## config.mk

```make
export PLATFORM = sky130hd
export DESIGN_NAME = csa_regs
export DESIGN_NICKNAME = d
export VERILOG_FILES = /design/src/rtl/csa_pkg.sv /design/src/rtl/csa_wait_states.sv /design/src/rtl/csa_addr_form.sv /design/src/rtl/csa_regs.sv
export SDC_FILE = /design/constraint.sdc
export NUM_CORES = 1
export LEC_CHECK = 0
export BUFFER_PORTS_ARGS = -buffer_cell sky130_fd_sc_hd__buf_2
export CORE_ASPECT_RATIO = 0.75
export CORE_MARGIN = 5
export CORE_UTILIZATION = 30
export CTS_CLUSTER_SIZE = 24
export DETAILED_ROUTE_END_ITERATION = 12
export PLACE_DENSITY = 0.55
export SLEW_MARGIN = 20
export SYNTH_ARGS = -nofsm -noshare
export SYNTH_HDL_FRONTEND = slang
export SYNTH_SLANG_ARGS = --single-unit
```

## constraint.sdc

```tcl
create_clock -name sys_clk -period 4.22 [get_ports sys_clk]
set_input_delay 0.633 -clock sys_clk [delete_from_list [all_inputs] [get_ports sys_clk]]
set_output_delay 0.633 -clock sys_clk [all_outputs]
set_load 0.01 [all_outputs]
```

## src/rtl/csa_pkg.sv

```systemverilog
package csa_pkg;

   // special-function bus offsets
   localparam logic [7:0] OFS_STACK_POINTER_LOW = 8'h81;
   localparam logic [7:0] OFS_WAIT_STATE_CONTROL = 8'h92;
   localparam logic [7:0] OFS_STACK_POINTER_HIGH = 8'h9b;
   localparam logic [7:0] OFS_ADDRESSING_MODE_CONTROL = 8'h9d;
   localparam logic [7:0] OFS_INTERRUPT_PROGRESS_STATUS = 8'hc5;
   localparam logic [7:0] OFS_EXTERNAL_DATA_MEMORY_RELOCATION = 8'hc6;
   localparam logic [7:0] OFS_PROGRAM_STATUS_WORD = 8'hd0;
   localparam logic [7:0] OFS_MULTIPLY_AUX_REGISTER = 8'hf0;

   // reset values
   localparam logic [7:0] RST_STACK_POINTER_LOW = 8'h00;
   localparam logic [7:0] RST_STACK_POINTER_HIGH = 8'h00;
   localparam logic [3:0] RST_WAIT_STATE = 4'h7;
   localparam logic [7:0] RST_ADDRESSING_MODE_CONTROL = 8'h00;
   localparam logic [7:0] RST_EXTERNAL_DATA_MEMORY_RELOCATION = 8'h00;
   localparam logic [7:0] RST_PROGRAM_STATUS_WORD = 8'h00;
   localparam logic [7:0] RST_MULTIPLY_AUX_REGISTER = 8'h00;

   // program status word fields
   localparam int POS_CARRY_FLAG = 7;
   localparam int POS_AUX_CARRY_FLAG = 6;
   localparam int POS_GENERAL_FLAG = 5;
   localparam int POS_BANK_SELECT_HIGH = 4;
   localparam int POS_BANK_SELECT_LOW = 3;
   localparam int POS_OVERFLOW_FLAG = 2;
   localparam int POS_USER_FLAG = 1;
   localparam int POS_PARITY_FLAG = 0;

   // interrupt progress status fields
   localparam int POS_HIGH_PRIO_IN_PROGRESS = 6;
   localparam int POS_LOW_PRIO_IN_PROGRESS = 5;

   // addressing mode control fields
   localparam int POS_VECTOR_REGION_SELECT = 5;
   localparam int POS_INDIRECT_HIGH_ADDR_SOURCE = 3;
   localparam int POS_STACK_MODE_INDICATOR = 2;
   localparam int POS_ADDR_MODE_UPPER = 1;
   localparam int POS_ADDR_MODE_LOWER = 0;
   localparam logic [7:0] MASK_ADDRESSING_MODE_WR = 8'h2b;

   // address forming
   localparam int WAIT_FIELD_W = 4;
   localparam int PROG_ADDR_W = 20;
   localparam int DATA_ADDR_W = 16;
   localparam logic [15:0] VECTOR_REGION_BASE = 16'hb000;

endpackage

```

## src/rtl/csa_wait_states.sv

```systemverilog
`timescale 1ns/1ns
`default_nettype none

module csa_wait_states
   import csa_pkg::*;
#(
   parameter int WS_W = WAIT_FIELD_W
) (
   // clock and reset
   input wire logic sys_clk,
   input wire logic nrst,
   // control
   input wire logic [WS_W-1:0] wait_field,
   // fetch handshake
   input wire logic fetch_req,
   output logic fetch_busy,
   output logic fetch_done
);

   initial begin
      if (WS_W < 1 || WS_W > 8) $error("csa_wait_states: WS_W out of range");
   end

   logic busy_ff;
   logic [WS_W-1:0] cnt_ff;

   // a read lasts wait_field+1 cycles; requests during a read are dropped
   always_ff @(posedge sys_clk) begin
      if (!nrst) begin
         busy_ff <= 1'b0;
         cnt_ff <= '0;
      end else if (!busy_ff && fetch_req) begin
         busy_ff <= 1'b1;
         cnt_ff <= wait_field;
      end else if (busy_ff && cnt_ff == '0) begin
         busy_ff <= 1'b0;
      end else if (busy_ff) begin
         cnt_ff <= cnt_ff - 1'b1;
      end
   end

   assign fetch_busy = busy_ff;
   assign fetch_done = busy_ff && (cnt_ff == '0);
endmodule

`default_nettype wire

```

## src/rtl/csa_addr_form.sv

```systemverilog
`timescale 1ns/1ns
`default_nettype none

module csa_addr_form
   import csa_pkg::*;
#(
   parameter int PC_W = PROG_ADDR_W
) (
   // clock and reset
   input wire logic sys_clk,
   input wire logic nrst,
   // mode controls
   input wire logic extended_mode,
   input wire logic vector_region_select,
   input wire logic indirect_high_addr_source,
   // sources
   input wire logic [PC_W-1:0] pc_next,
   input wire logic [7:0] vector_offset,
   input wire logic [7:0] port_two,
   input wire logic [7:0] indirect_high_addr_register,
   input wire logic [7:0] indirect_low_addr,
   // formed addresses
   output logic [PC_W-1:0] code_addr_ff,
   output logic [15:0] vector_addr_ff,
   output logic [DATA_ADDR_W-1:0] movx_addr_ff
);

   initial begin
      if (PC_W < 17) $error("csa_addr_form: PC_W must exceed 16");
   end

   // program addresses are cut to 16 bits outside extended mode
   always_ff @(posedge sys_clk) begin
      if (!nrst) begin
         code_addr_ff <= '0;
      end else if (extended_mode) begin
         code_addr_ff <= pc_next;
      end else begin
         code_addr_ff <= {{(PC_W-16){1'b0}}, pc_next[15:0]};
      end
   end

   // vector table placement
   always_ff @(posedge sys_clk) begin
      if (!nrst) begin
         vector_addr_ff <= 16'h0000;
      end else begin
         vector_addr_ff <= (vector_region_select ? VECTOR_REGION_BASE : 16'h0000)
                           | {8'h00, vector_offset};
      end
   end

   // register-indirect data address stays 16 bits in every mode
   always_ff @(posedge sys_clk) begin
      if (!nrst) begin
         movx_addr_ff <= '0;
      end else begin
         movx_addr_ff <= {(indirect_high_addr_source ? indirect_high_addr_register
                           : port_two), indirect_low_addr};
      end
   end
endmodule

`default_nettype wire

```

## src/rtl/csa_regs.sv

```systemverilog
// What this block does
// - eight-bit multiply/divide auxiliary, bit-addressable
// - status word flag layout, carry at top
// - push writes above pointer, pop reads at
// - extended mode stack address is high:low
// - read-only high priority progress bit
// - read-only low priority progress bit
// - serial activity status bits read reserved
// - code reads last wait field plus one
// - wait field resets to seven
// - external data relocation in 2KB steps
// - protected registers need timed-access unlock
// - extended mode: 20-bit code, 16-bit stack
// - data addressing always sixteen bits wide
// - mode 00 sixteen-bit, 1x extended
// - vector select moves vectors to B000
// - indirect high byte: port or register
// - read-only stack mode indicator
`timescale 1ns/1ns
`default_nettype none

module csa_regs
   import csa_pkg::*;
#(
   parameter int PC_W = PROG_ADDR_W
) (
   // clock and reset
   input wire logic sys_clk,
   input wire logic nrst,
   // special-function bus from the core
   input wire logic [7:0] sfr_addr,
   input wire logic sfr_wr,
   input wire logic [7:0] sfr_wdata,
   input wire logic sfr_rd,
   input wire logic sfr_bit_wr,
   input wire logic [2:0] sfr_bit_sel,
   input wire logic sfr_bit_val,
   output logic [7:0] sfr_rdata_ff,
   output logic sfr_hit_ff,
   // timed-access unlock from the protection unit
   input wire logic timed_access_protection,
   // execution side updates
   input wire logic [7:0] acc,
   input wire logic alu_flags_we,
   input wire logic alu_carry,
   input wire logic alu_aux_carry,
   input wire logic alu_overflow,
   input wire logic muldiv_we,
   input wire logic [7:0] muldiv_aux,
   // stack operations
   input wire logic stack_push,
   input wire logic stack_pop,
   output logic stack_wr_ff,
   output logic stack_rd_ff,
   output logic [15:0] stack_addr_ff,
   output logic [7:0] stack_wdata_ff,
   output logic stack_in_data_space_ff,
   // interrupt controller state
   input wire logic hp_in_service,
   input wire logic lp_in_service,
   // program fetch
   input wire logic fetch_req,
   output logic fetch_busy,
   output logic fetch_done,
   input wire logic [PC_W-1:0] pc_next,
   output logic [PC_W-1:0] code_addr_ff,
   // vectors and indirect data moves
   input wire logic [7:0] vector_offset,
   output logic [15:0] vector_addr_ff,
   input wire logic [7:0] port_two,
   input wire logic [7:0] indirect_high_addr_register,
   input wire logic [7:0] indirect_low_addr,
   output logic [DATA_ADDR_W-1:0] movx_addr_ff,
   // decoded controls
   output logic [7:0] bank_select,
   output logic [7:0] external_data_memory_base
);

   initial begin
      if (PC_W != PROG_ADDR_W) $error("csa_regs: PC_W must be 20");
   end

   logic [7:0] multiply_aux_register_ff;
   logic [7:1] program_status_word_ff;
   logic [7:0] stack_pointer_low_ff;
   logic [7:0] stack_pointer_high_ff;
   logic [WAIT_FIELD_W-1:0] wait_state_control_ff;
   logic [7:0] addressing_mode_control_ff;
   logic [7:0] external_data_memory_relocation_ff;
   logic [7:0] interrupt_progress_status_ff;
   logic parity_flag;
   logic extended_mode;
   logic [15:0] stack_full;
   logic [15:0] nxt_stack_up;
   logic [15:0] nxt_stack_down;
   logic [7:0] rd_val;
   logic rd_hit;
   logic [7:0] psw_view;
   logic [7:0] addressing_mode_control_view;

   ////////////////////////////////////////////////////////////////////////
   // decode helpers

   // hit strobes: whole-byte write or single-bit write to one offset
   function automatic logic byte_wr(input logic [7:0] ofs);
      return sfr_wr && (sfr_addr == ofs);
   endfunction

   function automatic logic bit_wr(input logic [7:0] ofs);
      return sfr_bit_wr && (sfr_addr == ofs);
   endfunction

   // only the upper mode bit matters, so 01 also means sixteen-bit mode
   assign extended_mode = addressing_mode_control_ff[POS_ADDR_MODE_UPPER];
   assign parity_flag = ^acc;
   assign psw_view = {program_status_word_ff, parity_flag};
   assign addressing_mode_control_view = {addressing_mode_control_ff[7:3], extended_mode,
                       addressing_mode_control_ff[1:0]};
   assign stack_full = {stack_pointer_high_ff, stack_pointer_low_ff};
   assign nxt_stack_up = stack_full + 16'h0001;
   assign nxt_stack_down = stack_full - 16'h0001;
   assign external_data_memory_base = external_data_memory_relocation_ff;

   // one-hot register bank select for the working register file
   always_comb begin
      bank_select = 8'h00;
      bank_select[{program_status_word_ff[POS_BANK_SELECT_HIGH],
                   program_status_word_ff[POS_BANK_SELECT_LOW]}] = 1'b1;
   end

   ////////////////////////////////////////////////////////////////////////
   // auxiliary multiply/divide register

   // bus writes win over the arithmetic unit in the same cycle
   always_ff @(posedge sys_clk) begin
      if (!nrst) begin
         multiply_aux_register_ff <= RST_MULTIPLY_AUX_REGISTER;
      end else if (byte_wr(OFS_MULTIPLY_AUX_REGISTER)) begin
         multiply_aux_register_ff <= sfr_wdata;
      end else if (bit_wr(OFS_MULTIPLY_AUX_REGISTER)) begin
         multiply_aux_register_ff[sfr_bit_sel] <= sfr_bit_val;
      end else if (muldiv_we) begin
         multiply_aux_register_ff <= muldiv_aux;
      end
   end

   ////////////////////////////////////////////////////////////////////////
   // program status word; parity is not stored, it tracks the accumulator

   always_ff @(posedge sys_clk) begin
      if (!nrst) begin
         program_status_word_ff <= RST_PROGRAM_STATUS_WORD[7:1];
      end else if (byte_wr(OFS_PROGRAM_STATUS_WORD)) begin
         program_status_word_ff <= sfr_wdata[7:1];
      end else if (bit_wr(OFS_PROGRAM_STATUS_WORD) && sfr_bit_sel != 3'h0) begin
         program_status_word_ff[sfr_bit_sel] <= sfr_bit_val;
      end else if (alu_flags_we) begin
         program_status_word_ff[POS_CARRY_FLAG] <= alu_carry;
         program_status_word_ff[POS_AUX_CARRY_FLAG] <= alu_aux_carry;
         program_status_word_ff[POS_OVERFLOW_FLAG] <= alu_overflow;
      end
   end

   ////////////////////////////////////////////////////////////////////////
   // stack pointer pair; push pre-increments, pop post-decrements

   always_ff @(posedge sys_clk) begin
      if (!nrst) begin
         stack_pointer_low_ff <= RST_STACK_POINTER_LOW;
      end else if (byte_wr(OFS_STACK_POINTER_LOW)) begin
         stack_pointer_low_ff <= sfr_wdata;
      end else if (stack_push) begin
         stack_pointer_low_ff <= nxt_stack_up[7:0];
      end else if (stack_pop) begin
         stack_pointer_low_ff <= nxt_stack_down[7:0];
      end
   end

   // the high byte only carries or borrows in extended mode
   always_ff @(posedge sys_clk) begin
      if (!nrst) begin
         stack_pointer_high_ff <= RST_STACK_POINTER_HIGH;
      end else if (byte_wr(OFS_STACK_POINTER_HIGH)) begin
         stack_pointer_high_ff <= sfr_wdata;
      end else if (extended_mode && stack_push) begin
         stack_pointer_high_ff <= nxt_stack_up[15:8];
      end else if (extended_mode && stack_pop) begin
         stack_pointer_high_ff <= nxt_stack_down[15:8];
      end
   end

   // memory request one cycle after the operation; push wins over pop
   always_ff @(posedge sys_clk) begin
      if (!nrst) begin
         stack_wr_ff <= 1'b0;
         stack_rd_ff <= 1'b0;
         stack_addr_ff <= 16'h0000;
         stack_wdata_ff <= 8'h00;
         stack_in_data_space_ff <= 1'b0;
      end else begin
         stack_wr_ff <= stack_push;
         stack_rd_ff <= stack_pop && !stack_push;
         stack_in_data_space_ff <= extended_mode;
         if (stack_push) begin
            stack_wdata_ff <= acc;
            stack_addr_ff <= extended_mode ? nxt_stack_up
                             : {8'h00, nxt_stack_up[7:0]};
         end else if (stack_pop) begin
            stack_addr_ff <= extended_mode ? stack_full
                             : {8'h00, stack_pointer_low_ff};
         end
      end
   end

   ////////////////////////////////////////////////////////////////////////
   // interrupt progress status; writes do nothing

   // serial activity bits stay zero, no serial channel feeds them
   always_ff @(posedge sys_clk) begin
      if (!nrst) begin
         interrupt_progress_status_ff <= 8'h00;
      end else begin
         interrupt_progress_status_ff <= 8'h00;
         interrupt_progress_status_ff[POS_HIGH_PRIO_IN_PROGRESS] <= hp_in_service;
         interrupt_progress_status_ff[POS_LOW_PRIO_IN_PROGRESS] <= lp_in_service;
      end
   end

   ////////////////////////////////////////////////////////////////////////
   // wait states, relocation and addressing mode

   always_ff @(posedge sys_clk) begin
      if (!nrst) begin
         wait_state_control_ff <= RST_WAIT_STATE;
      end else if (byte_wr(OFS_WAIT_STATE_CONTROL)) begin
         wait_state_control_ff <= sfr_wdata[WAIT_FIELD_W-1:0];
      end
   end

   // protected: an unlocked write lands, any other is dropped silently
   always_ff @(posedge sys_clk) begin
      if (!nrst) begin
         external_data_memory_relocation_ff <= RST_EXTERNAL_DATA_MEMORY_RELOCATION;
      end else if (byte_wr(OFS_EXTERNAL_DATA_MEMORY_RELOCATION) && timed_access_protection) begin
         external_data_memory_relocation_ff <= sfr_wdata;
      end
   end

   // the indicator bit is not stored; it is rebuilt from the mode
   always_ff @(posedge sys_clk) begin
      if (!nrst) begin
         addressing_mode_control_ff <= RST_ADDRESSING_MODE_CONTROL;
      end else if (byte_wr(OFS_ADDRESSING_MODE_CONTROL) && timed_access_protection) begin
         addressing_mode_control_ff <= sfr_wdata & MASK_ADDRESSING_MODE_WR;
      end
   end

   ////////////////////////////////////////////////////////////////////////
   // read path, registered; unmapped offsets answer zero with no hit

   always_comb begin
      rd_hit = 1'b1;
      if (sfr_addr == OFS_MULTIPLY_AUX_REGISTER) begin
         rd_val = multiply_aux_register_ff;
      end else if (sfr_addr == OFS_PROGRAM_STATUS_WORD) begin
         rd_val = psw_view;
      end else if (sfr_addr == OFS_STACK_POINTER_LOW) begin
         rd_val = stack_pointer_low_ff;
      end else if (sfr_addr == OFS_STACK_POINTER_HIGH) begin
         rd_val = stack_pointer_high_ff;
      end else if (sfr_addr == OFS_INTERRUPT_PROGRESS_STATUS) begin
         rd_val = interrupt_progress_status_ff;
      end else if (sfr_addr == OFS_WAIT_STATE_CONTROL) begin
         rd_val = {4'h0, wait_state_control_ff};
      end else if (sfr_addr == OFS_EXTERNAL_DATA_MEMORY_RELOCATION) begin
         rd_val = external_data_memory_relocation_ff;
      end else if (sfr_addr == OFS_ADDRESSING_MODE_CONTROL) begin
         rd_val = addressing_mode_control_view;
      end else begin
         rd_val = 8'h00;
         rd_hit = 1'b0;
      end
   end

   always_ff @(posedge sys_clk) begin
      if (!nrst) begin
         sfr_rdata_ff <= 8'h00;
         sfr_hit_ff <= 1'b0;
      end else if (sfr_rd) begin
         sfr_rdata_ff <= rd_val;
         sfr_hit_ff <= rd_hit;
      end else begin
         sfr_hit_ff <= 1'b0;
      end
   end

   ////////////////////////////////////////////////////////////////////////
   // helpers

   csa_wait_states #(
      .WS_W(WAIT_FIELD_W)
   ) u_wait (
      .sys_clk(sys_clk),
      .nrst(nrst),
      .wait_field(wait_state_control_ff),
      .fetch_req(fetch_req),
      .fetch_busy(fetch_busy),
      .fetch_done(fetch_done)
   );

   csa_addr_form #(
      .PC_W(PC_W)
   ) u_addr (
      .sys_clk(sys_clk),
      .nrst(nrst),
      .extended_mode(extended_mode),
      .vector_region_select(addressing_mode_control_ff[POS_VECTOR_REGION_SELECT]),
      .indirect_high_addr_source(addressing_mode_control_ff[POS_INDIRECT_HIGH_ADDR_SOURCE]),
      .pc_next(pc_next),
      .vector_offset(vector_offset),
      .port_two(port_two),
      .indirect_high_addr_register(indirect_high_addr_register),
      .indirect_low_addr(indirect_low_addr),
      .code_addr_ff(code_addr_ff),
      .vector_addr_ff(vector_addr_ff),
      .movx_addr_ff(movx_addr_ff)
   );
endmodule

`default_nettype wire

```

# After elaboration in Yosys (flattened, before gate mapping)
# Index checks and enable logic that the tools add are counted.
# classes
magnitude_cmp,4
reduce_logical,35
bitwise,1
add_sub_neg,3
mux,49
eq_ne,9
# ops
operator,count
$mux W8,17
$mux W16,5
$eq A8 B8 Y1 const B,8
$logic_and A1 B1 Y1,19
$add A16 B1 Y16 const B,1
$or A16 B8 Y16,1
$sub A16 B1 Y16 const B,1
$mux W1,15
$reduce_bool A3 Y1,5
$mux W4,3
$bwmux W8,1
$reduce_bool A2 Y1,4
$reduce_xor A8 Y1,1
$bwmux W7,1
$mux W7,1
$mux W6,1
$reduce_and A2 Y1,3
$logic_not A4 Y1,1
$lt A2 B4 Y1 const B,1
$lt A3 B4 Y1 const B,1
$mux W2,2
$sub A4 B1 Y4 const B,1
$demux W1 S3,1
$ge A3 B1 Y1 const B,1
other kinds (5),6
# totals
reg_bits,148
out_inout_bits,106
elab_cells,124

# Longest topological paths before layout
# Gate-level depths: netlist of run 1.
# logic_depth
depth_word,9
ltp_mapped,8
depth_no_buf,7

# Hierarchy
# Synthesis of run 1 repeated with hierarchy kept, for this count alone.
# unflattened
cells_unflattened,788
hier_area_um2,6707.7
# modules_own_cells
mod,seq_area_each_um2,area_each_um2,n_inst,cells_per_inst
csa_regs,1701.6,5017.3,1,640
csa_addr_form,900.9,1355.0,1,111
csa_wait_states,100.1,335.3,1,37

# Worst setup path after synthesis of run 1
# OpenSTA, ideal clock, no wires.
# synth_path
path_type,reg-to-reg
from,reg stack_pointer_low_ff[0]
to,reg stack_pointer_high_ff[2]
setup_slack_ns,2.073
setup_time_ns,0.132
path_stages_with_launch,9
t_arrival_ns,2.015
cell_sequence,dfxtp_1 -> clkbuf_1 -> inv_1 -> ha_1 -> nor4b_1 -> or4b_1 -> a21oi_2 -> xnor2_1 -> a21oi_1
# synth_between
elab_chain_cells,4
word_cells_on_any_way,5
cone_classes,add/sub: 2; mux: 3
# synth_lines
item,line_no,source
start: declaration,csa_regs.sv:85,logic [7:0] stack_pointer_low_ff;
start signal: assignment,csa_regs.sv:171,stack_pointer_low_ff <= sfr_wdata;
start signal: assignment,csa_regs.sv:173,stack_pointer_low_ff <= nxt_stack_up[7:0];
start signal: assignment,csa_regs.sv:175,stack_pointer_low_ff <= nxt_stack_down[7:0];
$sub A16 B1 Y16,csa_regs.sv:121,assign nxt_stack_down = stack_full - 16'h0001;
$mux W8,csa_regs.sv:187,end else if (extended_mode && stack_pop) begin
$mux W8 (*),csa_regs.sv:185,end else if (extended_mode && stack_push) begin
$mux W8 (*),csa_regs.sv:183,end else if (byte_wr(OFS_STACK_POINTER_HIGH)) begin
end signal: assignment,csa_regs.sv:184,stack_pointer_high_ff <= sfr_wdata;
end signal: assignment,csa_regs.sv:186,stack_pointer_high_ff <= nxt_stack_up[15:8];
end signal: assignment,csa_regs.sv:188,stack_pointer_high_ff <= nxt_stack_down[15:8];
end: declaration,csa_regs.sv:86,logic [7:0] stack_pointer_high_ff;
# Mark *: on every way between the ends. The rest lies on a longest branch, timed or not. The select of a mux whose other input is x is not followed.
# A chain may end at the register's enable or synchronous reset.

# Worst setup path after layout of run 1
# layout_path
from,reg u_wait.cnt_ff[0]
to,out fetch_done
# layout_between
elab_chain_cells,2
# layout_lines
item,line_no,source
start: declaration,csa_wait_states.sv:25,logic [WS_W-1:0] cnt_ff;
start signal: assignment,csa_wait_states.sv:34,cnt_ff <= wait_field;
start signal: assignment,csa_wait_states.sv:38,cnt_ff <= cnt_ff - 1'b1;
$logic_not A4 Y1,csa_wait_states.sv:43,assign fetch_done = busy_ff && (cnt_ff == '0);
$logic_and A1 B1 Y1,csa_wait_states.sv:43,
end: declaration,csa_regs.sv:64,"output logic fetch_done,"
# No other way between the ends.

==> impl_metrics.tcl, run 1 <==
set metrics [dict create \
    detail_route.wirelength_mm 23.4 \
    asyncSetResetFlopFracSynth_pct 0 \
    dieArea_um2 26200 \
    num_vias 6708 \
    slew_viol_final 0 \
    grt_pass1_vias 6261 \
    globalRoute.totalOverflow 0 \
    cts_post_setup_buffers_inserted 0 \
    slew_headroom_pct 40.7 \
    cts-root-buf "clkbuf_16" \
    chipWidth_um 185 \
    gr-max-usage-layer "met1" \
    wl_per_cell_um 18.1 \
    setup.worst_path.start_class "flop" \
    grt_util_met1_pct 25.6 \
    setup_viol 0 \
    period_share_pct 55.8 \
    cp.required_ns 3.59 \
    syn-mean-instance-area_um2 8.41 \
    synth-edff-count 0 \
    drt_pre_antenna_iters 5 \
    worst-endpoint-arrival_ns 1.72 \
    netlist_area_um2 6920 \
    path_max_fanout 4 \
    crit_path_end_kind "output pin" \
    global_route_wire_length_before_repair_mm 36.0 \
    ys_top_cells_by_area "dfxtp_1, mux2i_1, a21oi_1" \
    area_growth_syn_to_layout_pct 23.9 \
    tritoncts_num_sinks 135 \
    drt_iter0_drc 457 \
    routed_via_density 5.18 \
    yosys_warnings 0 \
    gp_congestion 0.889 \
    total_leakage_power_nw 3.63 \
    hold_path.class "input port to flop" \
    n_fill_cell 2436 \
    clkLatencyLatePin_ns 0.43 \
    antenna_violations_before_repair 1 \
    insertedDiodeCount 0 \
    p_per_area_nw_per_um2 376 \
    critPathKind "flop to output pin" \
    worst_path_largest_cell_delay_ns 0.50 \
    r2r_setup_slack_ns 1.93 \
    die_h_um 142 \
    finalCriticalPeriod_ns 2.36 \
    tritoncts.num_buffers 17 \
    max-vdd-ir-drop_v 0.000265 \
    worst-slew-pin-transition_ns 0.889 \
    rsz0062_at_grt "no" \
    core_area_um2 22900 \
    grtUsageMet2_pct 25.2 \
    final.setup_skew_ns 0.0105 \
    outcome "finished, final reports clean" \
    cts_htree_levels 4 \
    synth_cell_types 77 \
    io_buffer_count 200 \
    synth_top_area_share_pct 39.0 \
    synth.ff_latch_count 135 \
    final_layout_size_suffix_gt1_share_pct 25.5 \
    seq_area_frac_synth_pct 39.0 \
    synthCells 823 \
    io_pins 210 \
    grt_util_met3_pct 5.54 \
    clkSlewWorstSetupHoldPaths_ns 0.06 \
    post-route-util_pct 37.5 \
    critPathSlowestCell "nor4bb_1" \
    grt_max_degree 50 \
    post-dp-hpwl_mm 17.2 \
    drc 0 \
    groute.usage.overall_pct 17.5 \
    synth.largest_area_cell "dfxtp_1" \
    design.final.nets 1089 \
    critical_path.top_delay_family "simple AND/OR/NAND/NOR gates" \
    post_cts.resized_instances 0 \
    timing.critical_path.cells "inv_1 -> ha_1 -> nor4bb_1 -> buf_2" \
    tritoncts "done" \
    postCtsHoldBufs 0 \
    final_hold_violation_count 0 \
    std_cell_rows 48 \
    timing_limited_maximum_frequency_mhz 425 \
    initial_core_util_pct 30.2 \
    route.antenna.remaining_nets 0 \
    max_cap_viol_count 0 \
    timing.critical_path.buf_inv 2 \
    setup-tns-final_ns 0 \
    ctsLongestPathBuffers 2 \
    ys_dominant_reg_cell "dfxtp_1" \
]
-- Yosys cell counts (5+ instances only) --
master,instances
nor3_1,17
a31oi_1,9
o32ai_1,10
nor2b_1,19
nand3_1,32
buf_2,12
buf_4,12
and2_1,40
buf_1,9
inv_1,14
dfxtp_1,135
nand3b_1,9
nand2_1,56
a21oi_1,52
nand2b_1,11
and3_1,13
xnor2_1,21
and4_1,6
nand4_1,16
or3_1,5
a211oi_1,22
a22oi_1,14
nor4_1,9
xor2_1,9
mux2i_1,46
o21ai_0,31
nor2_1,68
clkbuf_1,43
-- flip-flops by register name (all words and copies together), names as in the netlist --
register / flops
sfr_hit_ff: 1
u_addr.code_addr_ff: 20
addressing_mode_control_ff: 4
stack_pointer_high_ff: 8
stack_rd_ff: 1
wait_state_control_ff: 4
program_status_word_ff: 7
stack_wr_ff: 1
stack_pointer_low_ff: 8
stack_wdata_ff: 8
external_data_memory_base: 8
u_addr.movx_addr_ff: 16
multiply_aux_register_ff: 8
stack_addr_ff: 16
sfr_rdata_ff: 8
stack_in_data_space_ff: 1
interrupt_progress_status_ff: 2
u_addr.vector_addr_ff: 9
u_wait.fetch_busy: 1
u_wait.cnt_ff: 4
-- logic make-up (layout without fill, tap and decap cells) --
kind of cell	count (synthesis)	after routing	synth area share, %
buffers and inverters	92	255	5.97
XOR/XNOR	30	30	3.80
AO/OA/AOI/OAI	185	185	17.5
AND/OR/NAND/NOR	326	326	25.6
multiplexers	50	50	7.30
adder cells (fa/ha/maj)	4	4	0.723
flip-flops	135	135	39.0
other	1	9	0.0542
-- final timing paths --
path | start | end | cells after the start
hold / removal | pc_next[11] | u_addr.code_addr_ff[11] | 2
setup reg to reg | stack_pointer_low_ff[0] | stack_addr_ff[8] | 6
setup / recovery | u_wait.cnt_ff[0] | fetch_done | 4
hold reg to reg | multiply_aux_register_ff[5] | multiply_aux_register_ff[5] | 2
-- area by class of cell --
class	count	area, um^2	share of cell area (%)
clock inverters	12	96.3	1.12
inverters	15	56.3	0.657
flip-flops and latches	135	2700	31.5
repair buffers	208	1060	12.4
multi-input cells	604	3840	44.7
clock buffers	20	447	5.21
well taps	300	375	4.38
-- worst reg2reg max path, stage by stage, from the launching register on --
cell and delay (ns):
dfxtp_1 0.58, ha_1 0.34, and4_1 0.42, nand4_1 0.24, mux2_2 0.34, a21oi_1 0.15
nor3_1 0.07
-- per-stage QoR --
step | power [mW] | instances | area (um^2) | hold slack [ns] | setup WS (ns)
3_3_place_gp | 1.87 | 1262 | 8030 | 0.461 | 1.61
5_1_grt | 3.37 | 1294 | 8570 | 0.390 | 1.64
3_5_place_dp | 1.87 | 1262 | 8030 | 0.462 | 1.58
2_1_floorplan | 1.69 | 831 | 6950 | 0.440 | 2.07
6_report | 3.22 | 1294 | 8570 | 0.408 | 1.86
4_1_cts | 3.26 | 1294 | 8570 | 0.386 | 1.84
-- where the power goes --
group	total, mW	leakage, nW	switching (mW)	internal, mW
clock	1.38	0.259	0.607	0.775
sequential	1.38	1.11	0.0516	1.33
combinational	0.454	2.26	0.261	0.193
-- cell usage in the layout, fill, tap and decap left out, drive strengths merged, types with 10 or more instances in the layout --
master / netlist / layout
a21oi: 53 / 53
o21ai: 36 / 36
a22oi: 14 / 14
a211oi: 22 / 22
nor4: 12 / 12
nor3: 18 / 18
nand2b: 11 / 11
nand3: 32 / 32
mux2i: 46 / 46
clkbuf: 43 / 20
nor2: 68 / 68
nor2b: 19 / 19
and3: 13 / 13
nand2: 56 / 56
nand4: 16 / 16
buf: 34 / 208
dfxtp: 135 / 135
and2: 41 / 41
o32ai: 10 / 10
xnor2: 21 / 21
inv: 14 / 19
-- per-layer routing --
metal	share of wire [%]	vias to the layer above	wire length, um
met5	0	-	0
met4	0.76	0	178
met3	11	19	2470
met2	42	301	9830
met1	47	3121	10900
li1	-	3267	-
No activity file was read; power rests on OpenSTA's default activity.
==> run 2: changes to the inputs <==
--- a/config.mk
+++ b/config.mk
@@ -5,6 +5,7 @@
 export SDC_FILE = /design/constraint.sdc
 export NUM_CORES = 1
 export LEC_CHECK = 0
+export ABC_AREA = 1
 export BUFFER_PORTS_ARGS = -buffer_cell sky130_fd_sc_hd__buf_2
 export CORE_ASPECT_RATIO = 0.75
 export CORE_MARGIN = 5
==> constraint.sdc (replaced) <==
create_clock -name sys_clk -period 2.4 [get_ports sys_clk]
set_input_delay 0.36 -clock sys_clk [delete_from_list [all_inputs] [get_ports sys_clk]]
set_output_delay 0.36 -clock sys_clk [all_outputs]
set_load 0.01 [all_outputs]
==> run 2 against run 1 <==
Area after synthesis grew 3.1%; combinational power grew 85%; sequential share of layout area shrank 1.5 points; global-route usage grew 0.38 points; non-clock buffer count grew 2; via count grew 11%; wire length grew 4.9%; flip-flop and latch count is the same; worst hold slack lost 0.29 ns; design area grew 5.0%; largest power group is now the clock network.
==> impl_metrics.tcl, run 2 <==
set metrics [dict create \
    worstHoldStart "pc_next[15]" \
    initial_core_util_pct 30.7 \
    max-vdd-ir-drop_v 0.000551 \
    n_fill_cell 2561 \
    ctsLongestPathBuffers 2 \
    finalCriticalPeriod_ns 1.95 \
    synth.largest_area_cell "dfxtp_1" \
    num_vias 7443 \
    synth.ff_latch_count 135 \
    setup_viol 0 \
    ys_dominant_reg_cell "dfxtp_1" \
    synthTopCellsByCount "nand2_1, inv_1, dfxtp_1" \
    grt_pass1_vias 7015 \
    io_pins 210 \
    post-route-util_pct 38.7 \
    worst_setup_path_startpoint "stack_pointer_low_ff[1]" \
    drt_iter0_drc 494 \
    critPathKind "flop to flop" \
    worst-endpoint-arrival_ns 2.27 \
    slew_viol_final 0 \
    critPathSlowestCell "dfxtp_1" \
    crit_path_end_kind "flop" \
    mostFrequentLayoutCells "nand2_1, buf_2, inv_1" \
    total_leakage_power_nw 4.73 \
    post-synth-top-count-cell "nand2_1" \
    synth_cell_types 43 \
    core_area_um2 23200 \
    final_layout_size_suffix_gt1_share_pct 21.4 \
    syn-mean-instance-area_um2 6.52 \
    insertedDiodeCount 0 \
    hold_path.class "input port to flop" \
    post_cts.resized_instances 0 \
    detail_route.wirelength_mm 24.5 \
    synth_top_area_share_pct 37.9 \
    slew_headroom_pct 50.7 \
    antenna_violations_before_repair 2 \
    synth-edff-count 0 \
    post-dp-hpwl_mm 18.8 \
    io_buffer_count 200 \
    timing.critical_path.cells "ha_1 -> nand2_1 -> nor2_2 -> nand2_1 -> nor2_1 -> nand3_1 -> xor2_1 -> nand2_1 -> nand3_1 -> nand2_1 -> inv_1" \
    final_hold_violation_count 0 \
    drc 0 \
    tritoncts_num_sinks 135 \
    netlist_area_um2 7140 \
    worstHoldEndpoint "u_addr.code_addr_ff[15]" \
    cts-root-buf "clkbuf_16" \
    asyncSetResetFlopFracSynth_pct 0 \
    routed_via_density 4.66 \
    gp_congestion 0.902 \
    setup.worst_path.start_class "flop" \
    timing_limited_maximum_frequency_mhz 513 \
    max_cap_viol_count 0 \
    synthCells 1094 \
    clkLatencyLatePin_ns 0.43 \
    tritoncts "done" \
    grt_max_degree 108 \
    wl_per_cell_um 15.4 \
    clkSlewWorstSetupHoldPaths_ns 0.06 \
    chipWidth_um 188 \
    worst_path_largest_cell_delay_ns 0.42 \
    worstReg2RegStart "stack_pointer_low_ff[1]" \
    design.final.nets 1392 \
    rsz0062_at_grt "no" \
    period_share_pct 81.1 \
    die_h_um 144 \
    area_growth_syn_to_layout_pct 26.1 \
    drt_pre_antenna_iters 5 \
    worstHoldPathCells 3 \
    route.antenna.remaining_nets 0 \
    largest_register "u_addr.code_addr_ff" \
    tritoncts.num_buffers 17 \
    postCtsHoldBufs 0 \
    setup-tns-final_ns 0 \
    std_cell_rows 48 \
    cts_post_setup_buffers_inserted 0 \
    r2r_setup_slack_ns 0.45 \
    largest_reg_flops 20 \
    groute.usage.overall_pct 17.9 \
    cp.required_ns 2.72 \
    reg2regPathDepth 11 \
    cpMostUsedCell "nand2_1" \
    biggestRegsByFlops "u_addr.code_addr_ff: 20 flops, stack_addr_ff: 16 flops, u_addr.movx_addr_ff: 16 flops" \
    dieArea_um2 27000 \
    final.setup_skew_ns 0.00934 \
    timing.rr.end "stack_pointer_high_ff[6]" \
    path_max_fanout 6 \
    p_per_area_nw_per_um2 669 \
    yosys_warnings 0 \
    outcome "finished, final reports clean" \
    ys_top_cells_by_area "dfxtp_1, nand2_1, inv_1" \
    cts_htree_levels 4 \
    most_common_library_cell_in_the_layout_ignoring_fill_and_taps "nand2_1" \
    globalRoute.totalOverflow 0 \
    global_route_wire_length_before_repair_mm 38.5 \
    seq_area_frac_synth_pct 37.9 \
    worst-slew-pin-transition_ns 0.736 \
]
[run 2: power breakdown]
part,total [mW],switching (mW),internal [mW]
clock network,2.77,1.03,1.74
logic,0.838,0.535,0.303
registers,2.42,0.0689,2.35
total,6.02,1.63,4.39
[run 2: layer usage]
| metal | up-vias | share of wire (%) | global-route usage (%) |
|---|---|---|---|
| met5 | - | 0.057 | 0 |
| met4 | 4 | 1.1 | 3.63 |
| met3 | 19 | 10 | 6.05 |
| met2 | 288 | 39 | 25.5 |
| met1 | 3304 | 50 | 26.3 |
| li1 | 3828 | - | - |
[run 2: cell type report]
cell class | count | area [um^2] | share of cell area [%]
flip-flops and latches | 135 | 2700 | 30.0
clock inverters | 12 | 176 | 1.96
repair buffers | 210 | 1090 | 12.1
clock buffers | 20 | 437 | 4.85
multi-input cells | 753 | 3590 | 39.9
inverters | 167 | 631 | 7.01
well taps | 300 | 375 | 4.17
[run 2: worst max-delay path by stage]
stage	slack (ns)	depth (start not counted)	to
3_5_place_dp	0.48	9	external_data_memory_base[2]
6_report	0.45	11	stack_pointer_high_ff[6]
2_1_floorplan	0.85	11	stack_pointer_high_ff[6]
3_3_place_gp	0.48	9	external_data_memory_base[2]
4_1_cts	0.50	11	stack_pointer_high_ff[6]
5_1_grt	0.27	11	stack_pointer_high_ff[6]
[run 2: kinds of logic (layout without fill, tap and decap cells)]
family	after synthesis	after routing	synth area share (%)
and+or+nand+nor	540	540	33.2
buffers and inverters	214	409	12.3
AOI/OAI and AO/OA	184	184	13.9
DFF	135	135	37.9
xor gates and xnor gates	16	16	1.96
adders and majority gates	4	4	0.701
other	1	9	0.0525
[run 2: metrics by stage]
step / area [um^2] / worst slack, ns / instances / hold slack, ns / power, mW
after floorplan: 7170 / 0.846 / 1102 / 0.420 / 2.98
after global placement: 8390 / 0.482 / 1565 / 0.446 / 3.29
after detailed placement: 8390 / 0.481 / 1565 / 0.450 / 3.30
after CTS: 9000 / 0.500 / 1597 / 0.0999 / 6.08
after global routing: 9000 / 0.266 / 1597 / 0.107 / 6.30
final: 9000 / 0.452 / 1597 / 0.116 / 6.02
[run 2: worst max-delay path, delay by kind of cell (launching register included)]
kind                       cells  cell delay (ns)
DFF                            1             0.42
and+or+nand+nor                8             0.99
buffers and inverters          1             0.04
adders and majority gates      1             0.23
xor gates and xnor gates       1             0.16
==> run 3: changes to the inputs <==
==> constraint.sdc (replaced) <==
create_clock -name sys_clk -period 1.8 [get_ports sys_clk]
set_input_delay 0.27 -clock sys_clk [delete_from_list [all_inputs] [get_ports sys_clk]]
set_output_delay 0.27 -clock sys_clk [all_outputs]
set_load 0.01 [all_outputs]
==> run 3 against run 2 <==
Core utilization rose by 1.5 points; worst hold slack got worse by 0.090 ns; sequential share of layout area down 1.1 points; power rose by 34%; clock skew fell by 0.00091 ns; sequential power rose by 33%; clock power grew 31%; non-clock buffer count up 41; via count grew 2.7%; first-iteration DRC count up 18%; register-to-register slack lost 0.42 ns; largest power group unchanged.
==> impl_metrics.tcl, run 3 (same netlist as run 2, synthesis figures left out) <==
set metrics [dict create \
    outcome "finished, final reports clean" \
    chipWidth_um 188 \
    worst_path_largest_cell_delay_ns 0.33 \
    comb_power_share_pct 14.9 \
    grt_pass1_vias 6891 \
    worst-endpoint-arrival_ns 2.08 \
    tritoncts "done" \
    worstHoldPathCells 3 \
    final.setup_skew_ns 0.00843 \
    area_growth_syn_to_layout_pct 30.9 \
    share_clk_of_total_power_pct 45.2 \
    critPathSlowestCell "dfxtp_1" \
    final_hold_violation_count 0 \
    routed_via_density 4.67 \
    cts_htree_levels 4 \
    grt_max_degree 47 \
    timing_limited_maximum_frequency_mhz 565 \
    period_share_pct 98.3 \
    num_vias 7643 \
    critPathKind "flop to flop" \
    total_leakage_power_nw 4.93 \
    postCtsHoldBufs 0 \
    globalRoute.totalOverflow 0 \
    design.final.nets 1433 \
    most_common_library_cell_in_the_layout_ignoring_fill_and_taps "nand2_1" \
    wl_per_cell_um 15.4 \
    clkLatencyLatePin_ns 0.43 \
    die_h_um 144 \
    preCtsSetupSlack_ns 0.0186 \
    largest_reg_flops 20 \
    antenna_violations_before_repair 0 \
    timing.rr.end "stack_pointer_high_ff[0]" \
    gp_congestion 0.949 \
    p_seq_share_pct 39.9 \
    final.setup.worst_slack_ns 0.0310 \
    slew_viol_final 0 \
    path_max_fanout 4 \
    max_cap_viol_count 0 \
    cellInternalPower_mw 5.81 \
    drt_iter0_drc 584 \
    drt_pre_antenna_iters 6 \
    route.antenna.remaining_nets 0 \
    worst-slew-pin-transition_ns 0.559 \
    reg2regPathDepth 10 \
    clkSlewWorstSetupHoldPaths_ns 0.06 \
    rsz0062_at_grt "no" \
    max-vdd-ir-drop_v 0.000657 \
    drc 0 \
    final_layout_size_suffix_gt1_share_pct 24.8 \
    setup_viol 0 \
    biggestRegsByFlops "u_addr.code_addr_ff: 20 flops, stack_addr_ff: 16 flops, u_addr.movx_addr_ff: 16 flops" \
    crit_path_end_kind "flop" \
    core_area_um2 23200 \
    worstReg2RegStart "stack_pointer_low_ff[1]" \
    slew_headroom_pct 62.5 \
    setup.worst_path.start_class "flop" \
    p_per_area_nw_per_um2 862 \
    cp.required_ns 2.11 \
    hold_path.class "input port to flop" \
    detail_route.wirelength_mm 25.2 \
    post-dp-hpwl_mm 19.8 \
    insertedDiodeCount 0 \
    initial_core_util_pct 30.7 \
    r2r_setup_slack_ns 0.03 \
    net-switching-power_mw 2.25 \
    worstHoldEndpoint "u_addr.code_addr_ff[13]" \
    dieArea_um2 27000 \
    n_fill_cell 2503 \
    finalCriticalPeriod_ns 1.77 \
    std_cell_rows 48 \
    setup-tns-final_ns 0 \
    io_buffer_count 200 \
    global_route_wire_length_before_repair_mm 38.7 \
    cts-root-buf "clkbuf_16" \
    tritoncts_num_sinks 135 \
    groute.usage.overall_pct 18.1 \
    mostFrequentLayoutCells "nand2_1, buf_2, inv_1" \
    tritoncts.num_buffers 17 \
    ctsLongestPathBuffers 2 \
    io_pins 210 \
    largest_register "u_addr.code_addr_ff" \
    fraction_of_power_spent_switching_nets_pct 27.9 \
    timing.critical_path.cells "buf_4 -> inv_1 -> ha_1 -> nand2_1 -> nor2_1 -> nand2_1 -> nand3_1 -> nand3_1 -> o2111ai_1 -> inv_1" \
    worstHoldStart "pc_next[13]" \
]
run 3: metal layers:
metal / global-route usage, % / part of all wire (%) / up-vias
met5: 0 / 0 / -
met4: 3.28 / 0.84 / 0
met3: 6.53 / 11 / 19
met2: 25.6 / 39 / 324
met1: 26.7 / 49 / 3389
li1: - / - / 3911
run 3: critical path: cells and delay by family, from the launching register on:
| family | cells | cell delay (ns) |
|---|---|---|
| simple gates | 5 | 0.68 |
| flops | 1 | 0.33 |
| buf+inv | 3 | 0.29 |
| fa+ha+maj | 1 | 0.25 |
| compound gates | 1 | 0.10 |
run 3: how the worst max path moves through the flow:
stage                            startpoint                        end  slack [ns]  depth (start not counted)
floorplan           stack_pointer_low_ff[0]   stack_pointer_high_ff[6]        0.25                         11
finish              stack_pointer_low_ff[1]   stack_pointer_high_ff[0]        0.03                         10
global route        stack_pointer_low_ff[1]   stack_pointer_high_ff[0]      0.0009                         10
CTS                 stack_pointer_low_ff[0]   stack_pointer_high_ff[6]        0.05                         11
global placement                sfr_addr[3]  program_status_word_ff[4]        0.06                         11
detailed placement              sfr_addr[3]  program_status_word_ff[4]        0.02                         11
run 3: per-stage QoR:
stage / std cells / cell area (um^2) / hold slack [ns] / total power [mW] / utilization (%)
floorplan: 1102 / 7170 / 0.368 / 3.97 / -
global placement: 1606 / 8680 / 0.448 / 4.45 / 37.4
detailed placement: 1606 / 8680 / 0.444 / 4.46 / 37.4
CTS: 1638 / 9300 / 0.00530 / 8.13 / 40.0
global route: 1638 / 9340 / 0.0133 / 8.45 / 40.2
finish: 1638 / 9340 / 0.0259 / 8.06 / 40.2
run 3: final cells by class:
type	instances	area [um^2]	share of cell area, %
Inverter	167	631	6.75
Timing Repair Buffer	251	1390	14.8
Multi-Input combinational cell	753	3630	38.9
Clock inverter	14	174	1.86
Tap cell	300	375	4.02
Sequential cell	135	2710	29.0
Clock buffer	18	439	4.70
run 3: repair_timing:
item,4_1_cts,5_1_grt
endpoints found under the setup margin,0,11
gates resized for setup,0,13
setup buffers,0,0
run 3: power by group through the flow:
stage	registers, mW	logic [mW]	clock network [mW]
3_3_place_gp	3.27	1.18	0
3_5_place_dp	3.28	1.18	0
6_report	3.21	1.20	3.64
5_1_grt	3.23	1.34	3.87
2_1_floorplan	3.30	0.677	0
4_1_cts	3.21	1.19	3.73
